File: src/spbm_consts.svh
// Constants shared by both ends of the serial Booth multiplier link
`ifndef SPBM_CONSTS_SVH
`define SPBM_CONSTS_SVH
`define SPBM_WIDTH       8
`define SPBM_CYCLES      18
`define SPBM_PROD_WIDTH  16
`define SPBM_FIRST_OUT   2
`define SPBM_SIGN_START  8
`define SPBM_SIGN_END    16
`endif

File: src/spbm_pkg.sv
// Types shared by both ends of the serial Booth multiplier link
`include "spbm_consts.svh"
package spbm_pkg;
  typedef logic [`SPBM_WIDTH-1:0]      spbm_word_t;
  typedef logic [`SPBM_PROD_WIDTH-1:0] spbm_prod_t;
  typedef enum logic [2:0] {
    SPBM_IDLE = 3'h1,
    SPBM_LOAD = 3'h2,
    SPBM_RUN  = 3'h4
  } spbm_state_t;
endpackage

File: src/spbm_link_if.sv
// Link between the multiplier device and its controlling logic
`timescale 1ns/10ps
interface spbm_link_if;
  import spbm_pkg::*;
  logic       multiplicand_load_clear;
  spbm_word_t multiplicand_in;
  logic       multiplier_serial_in;
  logic       cascade_in;
  logic       position_select;
  logic       product_serial_out;
  modport device (
    input  multiplicand_load_clear,
    input  multiplicand_in,
    input  multiplier_serial_in,
    input  cascade_in,
    input  position_select,
    output product_serial_out
  );
  modport ctrl (
    output multiplicand_load_clear,
    output multiplicand_in,
    output multiplier_serial_in,
    output cascade_in,
    output position_select,
    input  product_serial_out
  );
endinterface

File: src/spbm_ctrl.sv
// Controlling end: loads multiplicand, streams multiplier, collects product
`timescale 1ns/10ps
`include "spbm_consts.svh"
module spbm_ctrl #(
  parameter int WIDTH = `SPBM_WIDTH,
  parameter int DEPTH = 2
) (
  input  wire logic                sys_clk,
  input  wire logic                srst,
  input  wire logic                req_valid,
  output logic                     req_ready,
  input  wire spbm_pkg::spbm_word_t req_mcand,
  input  wire spbm_pkg::spbm_word_t req_mplier,
  input  wire logic                cascade_ext,
  input  wire logic                chained,
  output logic                     prod_valid,
  input  wire logic                prod_ready,
  output spbm_pkg::spbm_prod_t     prod_data,
  spbm_link_if.ctrl lnk
);
  import spbm_pkg::*;

  initial begin
    if (WIDTH != `SPBM_WIDTH || DEPTH != 2) begin
      $error("spbm_ctrl: unsupported WIDTH or DEPTH");
    end
  end

  spbm_state_t      st_reg, st_next;
  logic [4:0]       cnt_reg, cnt_next;
  spbm_word_t       mc_reg, mc_next, mp_reg, mp_next;
  spbm_prod_t       acc_reg, acc_next;
  logic             lc_reg, lc_next, y_reg, y_next;
  logic             rdy_reg, rdy_next;
  spbm_prod_t       buf_reg [DEPTH];
  spbm_prod_t       buf_next [DEPTH];
  logic [1:0]       cntb_reg, cntb_next;
  logic             pv_reg, pv_next;
  spbm_prod_t       pd_reg, pd_next;
  logic             done;
  logic             room;

  assign room = (cntb_reg < 2'(DEPTH));

  // Sequencer over the 18 bit times
  always_comb begin
    st_next  = st_reg;
    cnt_next = cnt_reg;
    mc_next  = mc_reg;
    mp_next  = mp_reg;
    acc_next = acc_reg;
    lc_next  = lc_reg;
    y_next   = y_reg;
    rdy_next = 1'b0;
    done     = 1'b0;
    unique case (st_reg)
      SPBM_IDLE: begin
        lc_next  = 1'b1;
        rdy_next = room;
        if (req_valid && rdy_reg) begin
          mc_next  = req_mcand;
          mp_next  = req_mplier;
          lc_next  = 1'b0;
          rdy_next = 1'b0;
          st_next  = SPBM_LOAD;
        end
      end
      SPBM_LOAD: begin
        lc_next  = 1'b1;
        y_next   = mp_reg[0];  // see RULE_08
        cnt_next = 5'h01;
        st_next  = SPBM_RUN;
      end
      SPBM_RUN: begin
        cnt_next = cnt_reg + 5'h01;
        // Sign bit held from bit time eight: see RULE_10
        if (cnt_reg < 5'(`SPBM_SIGN_START)) begin
          y_next = mp_reg[cnt_reg[2:0]];  // see RULE_08
        end else begin
          y_next = mp_reg[WIDTH-1];
        end
        if (cnt_reg >= 5'(`SPBM_FIRST_OUT)) begin
          acc_next = {lnk.product_serial_out,
                      acc_reg[`SPBM_PROD_WIDTH-1:1]};
        end
        // Last capture ends the multiply: see RULE_11
        if (cnt_reg == 5'(`SPBM_CYCLES - 1)) begin
          done    = 1'b1;
          st_next = SPBM_IDLE;
        end
      end
      default: st_next = SPBM_IDLE;
    endcase
  end

  // Two-entry product buffer
  always_comb begin
    cntb_next = cntb_reg;
    pv_next   = pv_reg;
    pd_next   = pd_reg;
    for (int i = 0; i < DEPTH; i++) begin
      buf_next[i] = buf_reg[i];
    end
    if (pv_reg && prod_ready) begin
      pv_next = 1'b0;
    end
    if (!pv_next && cntb_reg != 2'h0) begin
      pv_next     = 1'b1;
      pd_next     = buf_reg[0];
      buf_next[0] = buf_reg[1];
      cntb_next   = cntb_reg - 2'h1;
    end
    if (done) begin
      buf_next[cntb_next[0]] = {lnk.product_serial_out,
                                acc_reg[`SPBM_PROD_WIDTH-1:1]};
      cntb_next = cntb_next + 2'h1;
    end
  end

  always_ff @(posedge sys_clk) begin
    if (srst) begin
      st_reg   <= SPBM_IDLE;
      cnt_reg  <= '0;
      mc_reg   <= '0;
      mp_reg   <= '0;
      acc_reg  <= '0;
      lc_reg   <= 1'b1;
      y_reg    <= 1'b0;
      rdy_reg  <= 1'b0;
      cntb_reg <= '0;
      pv_reg   <= 1'b0;
      pd_reg   <= '0;
      for (int i = 0; i < DEPTH; i++) begin
        buf_reg[i] <= '0;
      end
    end else begin
      st_reg   <= st_next;
      cnt_reg  <= cnt_next;
      mc_reg   <= mc_next;
      mp_reg   <= mp_next;
      acc_reg  <= acc_next;
      lc_reg   <= lc_next;
      y_reg    <= y_next;
      rdy_reg  <= rdy_next;
      cntb_reg <= cntb_next;
      pv_reg   <= pv_next;
      pd_reg   <= pd_next;
      for (int i = 0; i < DEPTH; i++) begin
        buf_reg[i] <= buf_next[i];
      end
    end
  end

  // Link drive; chained parts take cascade from the higher part
  assign lnk.multiplicand_load_clear = lc_reg;
  assign lnk.multiplicand_in = mc_reg;  // Full width used: see RULE_12
  assign lnk.multiplier_serial_in = y_reg;
  assign lnk.cascade_in = chained ? cascade_ext : 1'b0;  // see RULE_07
  assign lnk.position_select = chained;  // see RULE_14
  assign req_ready  = rdy_reg;
  assign prod_valid = pv_reg;
  assign prod_data  = pd_reg;
endmodule

File: src/flat_wrapper.sv
// flat-port wrapper written by rule: the top's interface ports become plain ports
module spbm_ctrl_flat import spbm_pkg::*;
#(
  parameter int WIDTH = `SPBM_WIDTH,
  parameter int DEPTH = 2
)
  (sys_clk, srst, req_valid, req_ready, req_mcand, req_mplier, cascade_ext, chained, prod_valid, prod_ready, prod_data, lnk_multiplicand_load_clear, lnk_multiplicand_in, lnk_multiplier_serial_in, lnk_cascade_in, lnk_position_select, lnk_product_serial_out);
  spbm_link_if lnk_i ();
  input  wire logic sys_clk;
  input  wire logic srst;
  input  wire logic req_valid;
  output logic req_ready;
  input  wire spbm_pkg::spbm_word_t req_mcand;
  input  wire spbm_pkg::spbm_word_t req_mplier;
  input  wire logic cascade_ext;
  input  wire logic chained;
  output logic prod_valid;
  input  wire logic prod_ready;
  output spbm_pkg::spbm_prod_t prod_data;
  output wire logic [$bits(lnk_i.multiplicand_load_clear)-1:0] lnk_multiplicand_load_clear;
  output wire logic [$bits(lnk_i.multiplicand_in)-1:0] lnk_multiplicand_in;
  output wire logic [$bits(lnk_i.multiplier_serial_in)-1:0] lnk_multiplier_serial_in;
  output wire logic [$bits(lnk_i.cascade_in)-1:0] lnk_cascade_in;
  output wire logic [$bits(lnk_i.position_select)-1:0] lnk_position_select;
  input wire logic [$bits(lnk_i.product_serial_out)-1:0] lnk_product_serial_out;
  assign lnk_multiplicand_load_clear = lnk_i.multiplicand_load_clear;
  assign lnk_multiplicand_in = lnk_i.multiplicand_in;
  assign lnk_multiplier_serial_in = lnk_i.multiplier_serial_in;
  assign lnk_cascade_in = lnk_i.cascade_in;
  assign lnk_position_select = lnk_i.position_select;
  assign lnk_i.product_serial_out = lnk_product_serial_out;
  spbm_ctrl #(.WIDTH(WIDTH), .DEPTH(DEPTH)) u_core (.sys_clk(sys_clk), .srst(srst), .req_valid(req_valid), .req_ready(req_ready), .req_mcand(req_mcand), .req_mplier(req_mplier), .cascade_ext(cascade_ext), .chained(chained), .prod_valid(prod_valid), .prod_ready(prod_ready), .prod_data(prod_data), .lnk(lnk_i));
endmodule
File: config.mk
export PLATFORM = sky130hd
export DESIGN_NAME = spbm_ctrl_flat
export DESIGN_NICKNAME = d
export VERILOG_FILES = /design/src/spbm_pkg.sv /design/src/spbm_link_if.sv /design/src/spbm_ctrl.sv /design/src/flat_wrapper.sv
export VERILOG_INCLUDE_DIRS = /design/src
export SDC_FILE = /design/constraint.sdc
export NUM_CORES = 1
export LEC_CHECK = 0
export BUFFER_PORTS_ARGS = -buffer_cell sky130_fd_sc_hd__buf_2
export CORE_ASPECT_RATIO = 2
export CORE_MARGIN = 2
export CORE_UTILIZATION = 35
export CTS_BUF_LIST = sky130_fd_sc_hd__clkbuf_8
export CTS_CLUSTER_SIZE = 16
export DETAILED_ROUTE_END_ITERATION = 8
export HOLD_SLACK_MARGIN = 0.02
export PLACE_DENSITY = 0.63
export SETUP_SLACK_MARGIN = 0.5
export SLEW_MARGIN = 10
export SYNTH_ARGS = -nofsm -noshare
export SYNTH_HDL_FRONTEND = slang
export SYNTH_SLANG_ARGS = --single-unit
File: constraint.sdc
create_clock -name sys_clk -period 4.1 [get_ports sys_clk]
set_input_delay 1.025 -clock sys_clk [delete_from_list [all_inputs] [get_ports sys_clk]]
set_output_delay 1.025 -clock sys_clk [all_outputs]
set_load 0.005 [all_outputs]
== After elaboration in Yosys (flattened, before gate mapping) ==
Memories as Yosys holds them, arrays and structs flattened.
Index checks and enable logic that the tools add are counted.

* Shifts and indexed selects: 0
* Eq/ne operators: 6
* $add $sub $neg: 3
* Multipliers: 0
* Multiplexer cells: 27
* Reductions and logical operators: 12
* Div/mod/pow operators: 0
* Bitwise logic cells: 4
* Magnitude comparators: 6

{| class="wikitable"
|+ Operators with widths
! kind !! count
|-
| 2-to-1 mux 16 bit || 4
|-
| bitwise mux 32 bit || 1
|-
| 2-to-1 mux 32 bit || 1
|-
| demux 16 bit (select 1 bit) || 1
|-
| 2-to-1 mux 1 bit || 11
|-
| one-hot mux 5 bit (2 select lines) || 1
|-
| one-hot mux 3 bit (3 select lines) || 1
|-
| 2-to-1 mux 3 bit || 2
|-
| AND reduction 2 bit || 3
|-
| nonzero test 2 bit || 3
|-
| adder 5 x 1 -> 5 bit (second input constant) || 1
|-
| == test 5 bit (second input constant) || 1
|-
| >= comparator 5 x 2 -> 1 bit (second input constant) || 1
|-
| < comparator 5 x 4 -> 1 bit (second input constant) || 1
|-
| logical AND 1 bit || 4
|-
| < comparator 3 x 4 -> 1 bit (second input constant) || 1
|-
| 2-to-1 mux 2 bit || 2
|-
| != test 2 x 1 -> 1 bit (second input constant) || 2
|-
| one-hot mux 1 bit (2 select lines) || 2
|-
| binary-select mux 1 bit (select 3 bit) || 1
|-
| == test 3 x 1 -> 1 bit (second input constant) || 1
|-
| == test 3 x 2 -> 1 bit (second input constant) || 1
|-
| == test 3 bit (second input constant) || 1
|-
| OR reduction 3 bit || 1
|-
| other kinds (9) || 10
|}

* Latch bits: 0
* Memories kept: 1
* Logic and storage cells: 70
* Bits in writable memories: 32
* Register bits after elaboration: 62
* Bits of input ports: 23
* Memory bits (read-only): 0

{| class="wikitable"
|+ Memory list
! name !! words !! bits a word !! read ports !! clocked after Yosys merged registers in !! wr ports !! RTL line !! source
|-
| u_core.buf_reg || 2 || 16 || 2 || 0 || 2 || spbm_ctrl.sv:35 || <nowiki>spbm_prod_t buf_reg [DEPTH];</nowiki>
|}

== Longest topological paths before layout ==
Gate-level depths: netlist of run 1.

* Depth in word-level cells: 13
* Mapped depth: 9
* Gate-level depth less buffers: 6

== Worst setup path before layout of run 1 ==
No wires, ideal clock.

* Kind: input -> register
* Start: input prod_ready
* End: register with a tool-made name
* Stages: 7
* Path slack: 1.754 ns
* Arrival time: 2.275 ns
* Library setup time: 0.072 ns
* Path through: nand2b_1 clkbuf_1 nand3_1 a21oi_1 buf_2 buf_4 mux2i_1

{| class="wikitable"
|+ RTL lines
! what !! RTL line !! source
|-
| start: declaration || flat_wrapper.sv:18 || <nowiki>input wire logic prod_ready;</nowiki>
|}

== Worst setup path after layout of run 1 ==
* Start: register u_core.cntb_reg[0]
* End: register u_core.pd_reg[0], in the netlist u_core.prod_data[0], read port of u_core.buf_reg

* Word-level cells in the longest chain between the ends: 2

{| class="wikitable"
|+ RTL lines
! what !! RTL line !! source
|-
| start: declaration || spbm_ctrl.sv:37 || <nowiki>logic [1:0] cntb_reg, cntb_next;</nowiki>
|-
| start signal: assignment || spbm_ctrl.sv:145 || <nowiki>cntb_reg <= cntb_next;</nowiki>
|-
| nonzero test 2 bit || spbm_ctrl.sv:107 || <nowiki>if (!pv_next && cntb_reg != 2'h0) begin</nowiki>
|-
| logical AND 1 bit || spbm_ctrl.sv:107 ||
|-
| end: declaration || spbm_ctrl.sv:39 || <nowiki>spbm_prod_t pd_reg, pd_next;</nowiki>
|}

Every way passes these cells.
A chain may end at the register's enable or synchronous reset.

==> flow_metrics.env, run 1 <==
export IMPL_h_tree_depth=3
export IMPL_grt_max_degree=111
export IMPL_via_count=2990
export IMPL_multi_input_area_um2=2029
export IMPL_ys_ff_latch=93
export IMPL_dieArea_um2=12640
export IMPL_max_freq_mhz=367.2
export IMPL_overflow=0
export IMPL_slew_violations=0
export IMPL_insertion_delay_ns=0.35
export IMPL_arrival_ns=2.99
export IMPL_synthArstFlopShare=0
export IMPL_seq_area_frac_synth=0.4542
export IMPL_p_per_area_nw_per_um2=427.0
export IMPL_maxCapViolCount=0
export IMPL_syn_num_nets=464
export IMPL_gp_congestion=0.7698
export IMPL_final_cells=620
export IMPL_crit_required_ns=4.37
export IMPL_drc_errors=0
export IMPL_power_leakage_nw=1.861
export IMPL_p_comb_frac=0.202
export IMPL_path_max_fanout=22
export IMPL_cts_tree="yes"
export IMPL_syn_inst=437
export IMPL_numCtsBuffers=9
export IMPL_period_needed_ns=2.723
export IMPL_hold_end="u_core.req_ready"
export IMPL_r2r_end="u_core.prod_data[0]"
export IMPL_r2r_cells=6
export IMPL_port_buffer_count=52
export IMPL_setup_tns_ns=0
export IMPL_holdPathStages=1
export IMPL_swShare=0.3242
export IMPL_rsz0062_at_grt="no"
export IMPL_dp_hpwl_um=4987
export IMPL_final_cell_area_um2=4609
export IMPL_worst_clock_skew_ns=0.01654
export IMPL_drt_antenna_violating_nets=0
export IMPL_timing_reg2reg_setup_slack_ns=1.38
export IMPL_yosys_warnings=0
export IMPL_startpoint_type="register"
export IMPL_final_layout_size_suffix_gt1_frac=0.1663
export IMPL_synthMuxAreaShare=0.1740
export IMPL_rows=56
export IMPL_avgSynthCellArea_um2=9.380
export IMPL_grt_pass1_vias=2760
export IMPL_ys_types=46
export IMPL_fill_cells=1192
export IMPL_post_cts_buffers=0
export IMPL_cts_sinks=93
export IMPL_crit_type="reg2reg"
export IMPL_grt_usage=0.1284
export IMPL_ir_drop_v=0.0002374
export IMPL_io_pins=53
export IMPL_setup_viol=0
export IMPL_clkPwrFrac=0.306
export IMPL_internal_power_mw=1.330
export IMPL_root_buffer="clkbuf_8"
export IMPL_power_switching_mw=0.6380
export IMPL_yosys_area_share_simple=0.1877
export IMPL_timing_rr_start="u_core.cntb_reg[0]"
export IMPL_nets=497
export IMPL_synth_fa_ha_area_frac=0.01221
export IMPL_synth_area_um2=4099
export IMPL_routed_wl_um=7787
export IMPL_hp_class="reg2reg"
export IMPL_worst_slew_pin_slew_ns=0.9927
export IMPL_end_kind="register"
export IMPL_drt_pass1_iterations=4
export IMPL_layout_common_cells="dfxtp_1 (93), mux2i_1 (66), buf_2 (52)"
export IMPL_antenna_found_initial=0
export IMPL_coreArea_um2=11560
export IMPL_grt_pass1_wl_um=13200
export IMPL_period_share=0.6643
export IMPL_ys_flop_type="dfxtp_1"
export IMPL_p_total_mw=1.968
export IMPL_initial_core_util=0.3545
export IMPL_clkTransAtPathRegs_ns=0.10
export IMPL_placed_area_um2=4409
export IMPL_synth_edff_count=0
export IMPL_cts_buffer_depth=2
export IMPL_antenna_cells=0
export IMPL_hold_buffers=0
export IMPL_syn2layout_area_growth_pct=12.45
export IMPL_ctsResizeCount=0
export IMPL_dp_cells=604
export IMPL_avgRoutedWirePerCell_um=12.56
export IMPL_hold_start="u_core.cntb_reg[1]"
export IMPL_die_w_um=80.52
export IMPL_synth_compound_area_frac=0.1187
export IMPL_synth_top_family_by_area="simple AND/OR/NAND/NOR gates"
export IMPL_status="finished, final reports clean"
export IMPL_relSlewSlack=0.3357
export IMPL_final_common_cell="dfxtp_1"
export IMPL_vias_per_cell=4.823
export IMPL_drt_iter0_drc=179
export IMPL_die_h_um=157.0
export IMPL_finalHoldViolCount=0
export IMPL_power_share_sequential=0.493
export IMPL_final_seq_area_um2=1862
export IMPL_synth_xor_area_frac=0
-- layout make-up --
type,count,area share
Multi-Input combinational cell,302,0.4403
Timing Repair Buffer,57,0.06732
Clock buffer,12,0.03583
Clock inverter,4,0.007600
Tap cell,145,0.03936
Sequential cell,93,0.4039
Inverter,7,0.005700
-- cells by family (layout without fill, tap and decap cells) --
family	count (synthesis)	count (layout)
and+or+nand+nor	152	152
DFF	93	93
adders and majority gates	4	4
AOI/OAI and AO/OA	78	78
muxes	68	68
buffers and inverters	42	80
-- through the flow --
step / utilization / setup slack [ns] / hold WS [ns]
3_5_place_dp: 0.3814 / 1.324 / 0.4415
5_1_grt: 0.3987 / 1.109 / 0.4770
6_report: 0.3987 / 1.377 / 0.4521
4_1_cts: 0.3987 / 1.406 / 0.4539
2_1_floorplan: - / 1.754 / 0.4141
3_3_place_gp: 0.3814 / 1.393 / 0.4362
-- cells in the mapped netlist, types with 2 or more instances --
cell type / number / area [µm²]
a21o_1: 17 / 127.6
and2_1: 3 / 18.77
nor4_1: 2 / 12.51
nand3b_1: 2 / 15.01
clkbuf_1: 19 / 71.32
nand3_1: 20 / 100.1
inv_1: 6 / 22.52
nor2b_1: 3 / 18.77
nor4b_1: 2 / 17.52
buf_4: 3 / 22.52
mux2i_1: 66 / 660.6
mux4_1: 2 / 52.55
nor2_1: 35 / 131.4
nor3_1: 3 / 15.01
dfxtp_1: 93 / 1862
ha_1: 4 / 50.05
buf_6: 3 / 33.78
a21oi_1: 25 / 125.1
nand2b_1: 37 / 231.5
buf_2: 8 / 40.04
nand2_1: 37 / 138.9
o21ai_0: 23 / 115.1
-- per-layer routing --
layer  track usage  part of all wire  up-vias  wire [µm]
met4       0.04358             0.012        0         94
met5             0                 0        -          0
li1              -                 -     1564          -
met1        0.1810              0.51     1364       3944
met2        0.1944              0.45       55       3474
met3       0.02638             0.035        7        273
-- worst max-delay path by stage --
stage	from	to	slack, ns	depth (start not counted)
2_1_floorplan	prod_ready	register	1.75	7
3_3_place_gp	prod_ready	register	1.39	6
3_5_place_dp	prod_ready	register	1.32	6
4_1_cts	u_core.cntb_reg[0]	u_core.prod_data[0]	1.41	6
5_1_grt	u_core.cntb_reg[0]	u_core.prod_data[0]	1.11	6
6_report	u_core.cntb_reg[0]	u_core.prod_data[0]	1.38	6
-- power by group through the flow --
stage | sequential [mW] | clock, mW | combinational (mW)
6_report | 0.970 | 0.601 | 0.397
5_1_grt | 0.977 | 0.667 | 0.440
4_1_cts | 0.970 | 0.627 | 0.399
3_5_place_dp | 0.991 | 0 | 0.397
3_3_place_gp | 0.990 | 0 | 0.392
2_1_floorplan | 0.981 | 0 | 0.301
-- critical path, stage by stage, from the launching register on --
cell and delay, ns:
dfxtp_1 0.32, inv_1 0.07, ha_1 0.63, clkinv_1 0.70
nand2_1 0.64, nand2_1 0.12, a21oi_1 0.15
Power figures use the tool's default switching activity.
==> run 2: changes to the inputs <==
==> constraint.sdc (replaced) <==
create_clock -name sys_clk -period 2.6 [get_ports sys_clk]
set_input_delay 0.65 -clock sys_clk [delete_from_list [all_inputs] [get_ports sys_clk]]
set_output_delay 0.65 -clock sys_clk [all_outputs]
set_load 0.005 [all_outputs]
==> run 2 against run 1 <==
  * Sequential share of layout area fell by 0.53 points
  * Sequential power rose by 58%
  * Global-route usage grew 0.83 points
  * Die area stayed put
  * Via count increased by 1.2%
  * Utilization rose by 0.53 points
  * Largest cell class unchanged
  * Hold slack lost 0.0032 ns
  * Critical path type unchanged
  * Combinational power is 71% higher
  * Critical path depth down 2
  * Cell count increased by 0.97%
  * Clock power is 66% higher
==> flow_metrics.env, run 2 (synthesis gave the netlist of run 1 again) <==
export IMPL_status="finished, final reports clean"
export IMPL_grt_max_degree=48
export IMPL_vias_per_cell=4.834
export IMPL_port_buffer_count=52
export IMPL_drc_errors=0
export IMPL_ctsResizeCount=0
export IMPL_worst_clock_skew_ns=0.01316
export IMPL_setup_tns_ns=0
export IMPL_dieArea_um2=12640
export IMPL_h_tree_depth=3
export IMPL_post_route_util=0.4040
export IMPL_drt_iter0_drc=122
export IMPL_syn2layout_area_growth_pct=13.95
export IMPL_overflow=0
export IMPL_die_w_um=80.52
export IMPL_setup_viol=0
export IMPL_dp_hpwl_um=5437
export IMPL_relSlewSlack=0.3503
export IMPL_hp_class="reg2reg"
export IMPL_grt_pass1_wl_um=13870
export IMPL_io_pins=53
export IMPL_crit_required_ns=2.85
export IMPL_worstPathCellList="or4_4, o211ai_4, mux2i_1, nor2_1"
export IMPL_slew_violations=0
export IMPL_cts_tree="yes"
export IMPL_p_per_area_nw_per_um2=687.5
export IMPL_startpoint_type="register"
export IMPL_end_kind="register"
export IMPL_root_buffer="clkbuf_8"
export IMPL_worst_slew_pin_slew_ns=0.9710
export IMPL_crit_type="reg2reg"
export IMPL_nets=504
export IMPL_final_layout_size_suffix_gt1_frac=0.1767
export IMPL_arrival_ns=2.25
export IMPL_power_leakage_nw=1.897
export IMPL_die_h_um=157.0
export IMPL_coreArea_um2=11560
export IMPL_drt_pass1_iterations=4
export IMPL_antenna_cells=0
export IMPL_hold_buffers=0
export IMPL_ir_drop_v=0.0004339
export IMPL_final_cell_area_um2=4671
export IMPL_max_stage_delay_ns=0.58
export IMPL_final_common_cell="dfxtp_1"
export IMPL_layout_common_cells="dfxtp_1 (93), mux2i_1 (66), buf_2 (52)"
export IMPL_path_max_fanout=15
export IMPL_crit_slowest_cell="or4_4"
export IMPL_p_total_mw=3.211
export IMPL_routed_wl_um=7995
export IMPL_initial_core_util=0.3545
export IMPL_grt_usage=0.1368
export IMPL_period_share=0.7676
export IMPL_grt_pass1_vias=2980
export IMPL_cts_buffer_depth=2
export IMPL_max_freq_mhz=501.1
export IMPL_avgRoutedWirePerCell_um=12.77
export IMPL_period_needed_ns=1.996
export IMPL_gp_congestion=0.8012
export IMPL_placed_area_um2=4462
export IMPL_maxCapViolCount=0
export IMPL_rsz0062_at_grt="no"
export IMPL_cts_sinks=93
export IMPL_post_cts_buffers=0
export IMPL_numCtsBuffers=9
export IMPL_insertion_delay_ns=0.36
export IMPL_finalHoldViolCount=0
export IMPL_clkTransAtPathRegs_ns=0.10
export IMPL_via_count=3026
export IMPL_antenna_found_initial=0
export IMPL_drt_antenna_violating_nets=0
export IMPL_rows=56
run 2: cell types whose count changed in the layout (fill, tap and decap cells not counted), sizes merged:
cell | previous run | this run
buf | 57 | 64
clkbuf | 12 | 10
bufinv | 0 | 1
run 2: report_power, final:
group	switching (mW)	total, mW	internal, mW
registers	0.0484	1.53	1.48
logic	0.463	0.679	0.217
clock network	0.521	1.00	0.481
total	1.03	3.21	2.18
run 2: per-stage QoR:
stage	cells	hold slack, ns	worst slack (ns)
CTS	626	0.4515	0.5843
global placement	611	0.4361	0.5946
finish	626	0.4489	0.6043
detailed placement	611	0.4448	0.5562
floorplan	437	0.4141	0.6288
global route	626	0.4712	0.5102
run 2: layer usage:
layer,global-route usage,vias to the layer above,wire [µm]
met2,0.2246,49,3810
met4,0.05811,0,126
met1,0.1751,1384,3832
met5,0,-,0
li1,-,1586,-
met3,0.02236,7,227
run 2: worst max-delay path: cells and delay by family, from the launching register on:
family	cells	cell delay, ns
flip-flops	1	0.42
multiplexers	1	0.27
AND/OR/NAND/NOR	2	0.63
AO/OA/AOI/OAI	1	0.56
run 2: path summary, 6_finish.rpt:
kind                                             to  slack, ns  depth (start not counted)                  from
worst min register to register  u_core.prod_data[2]       0.45                          2  u_core.buf_reg[0][2]
worst max register to register    u_core.acc_reg[9]       0.60                          4     u_core.cnt_reg[1]
worst max-delay path              u_core.acc_reg[9]       0.60                          4     u_core.cnt_reg[1]
worst min-delay path            u_core.prod_data[2]       0.45                          2  u_core.buf_reg[0][2]
run 2: final cells by class:
type                            instances  area, µm²
Multi-Input combinational cell        302       2029
Inverter                                7      26.28
Clock inverter                          5      67.56
Fill cell                            1163       6890
Tap cell                              145      181.4
Timing Repair Buffer                   64      366.6
Sequential cell                        93       1862
Clock buffer                           10      137.6
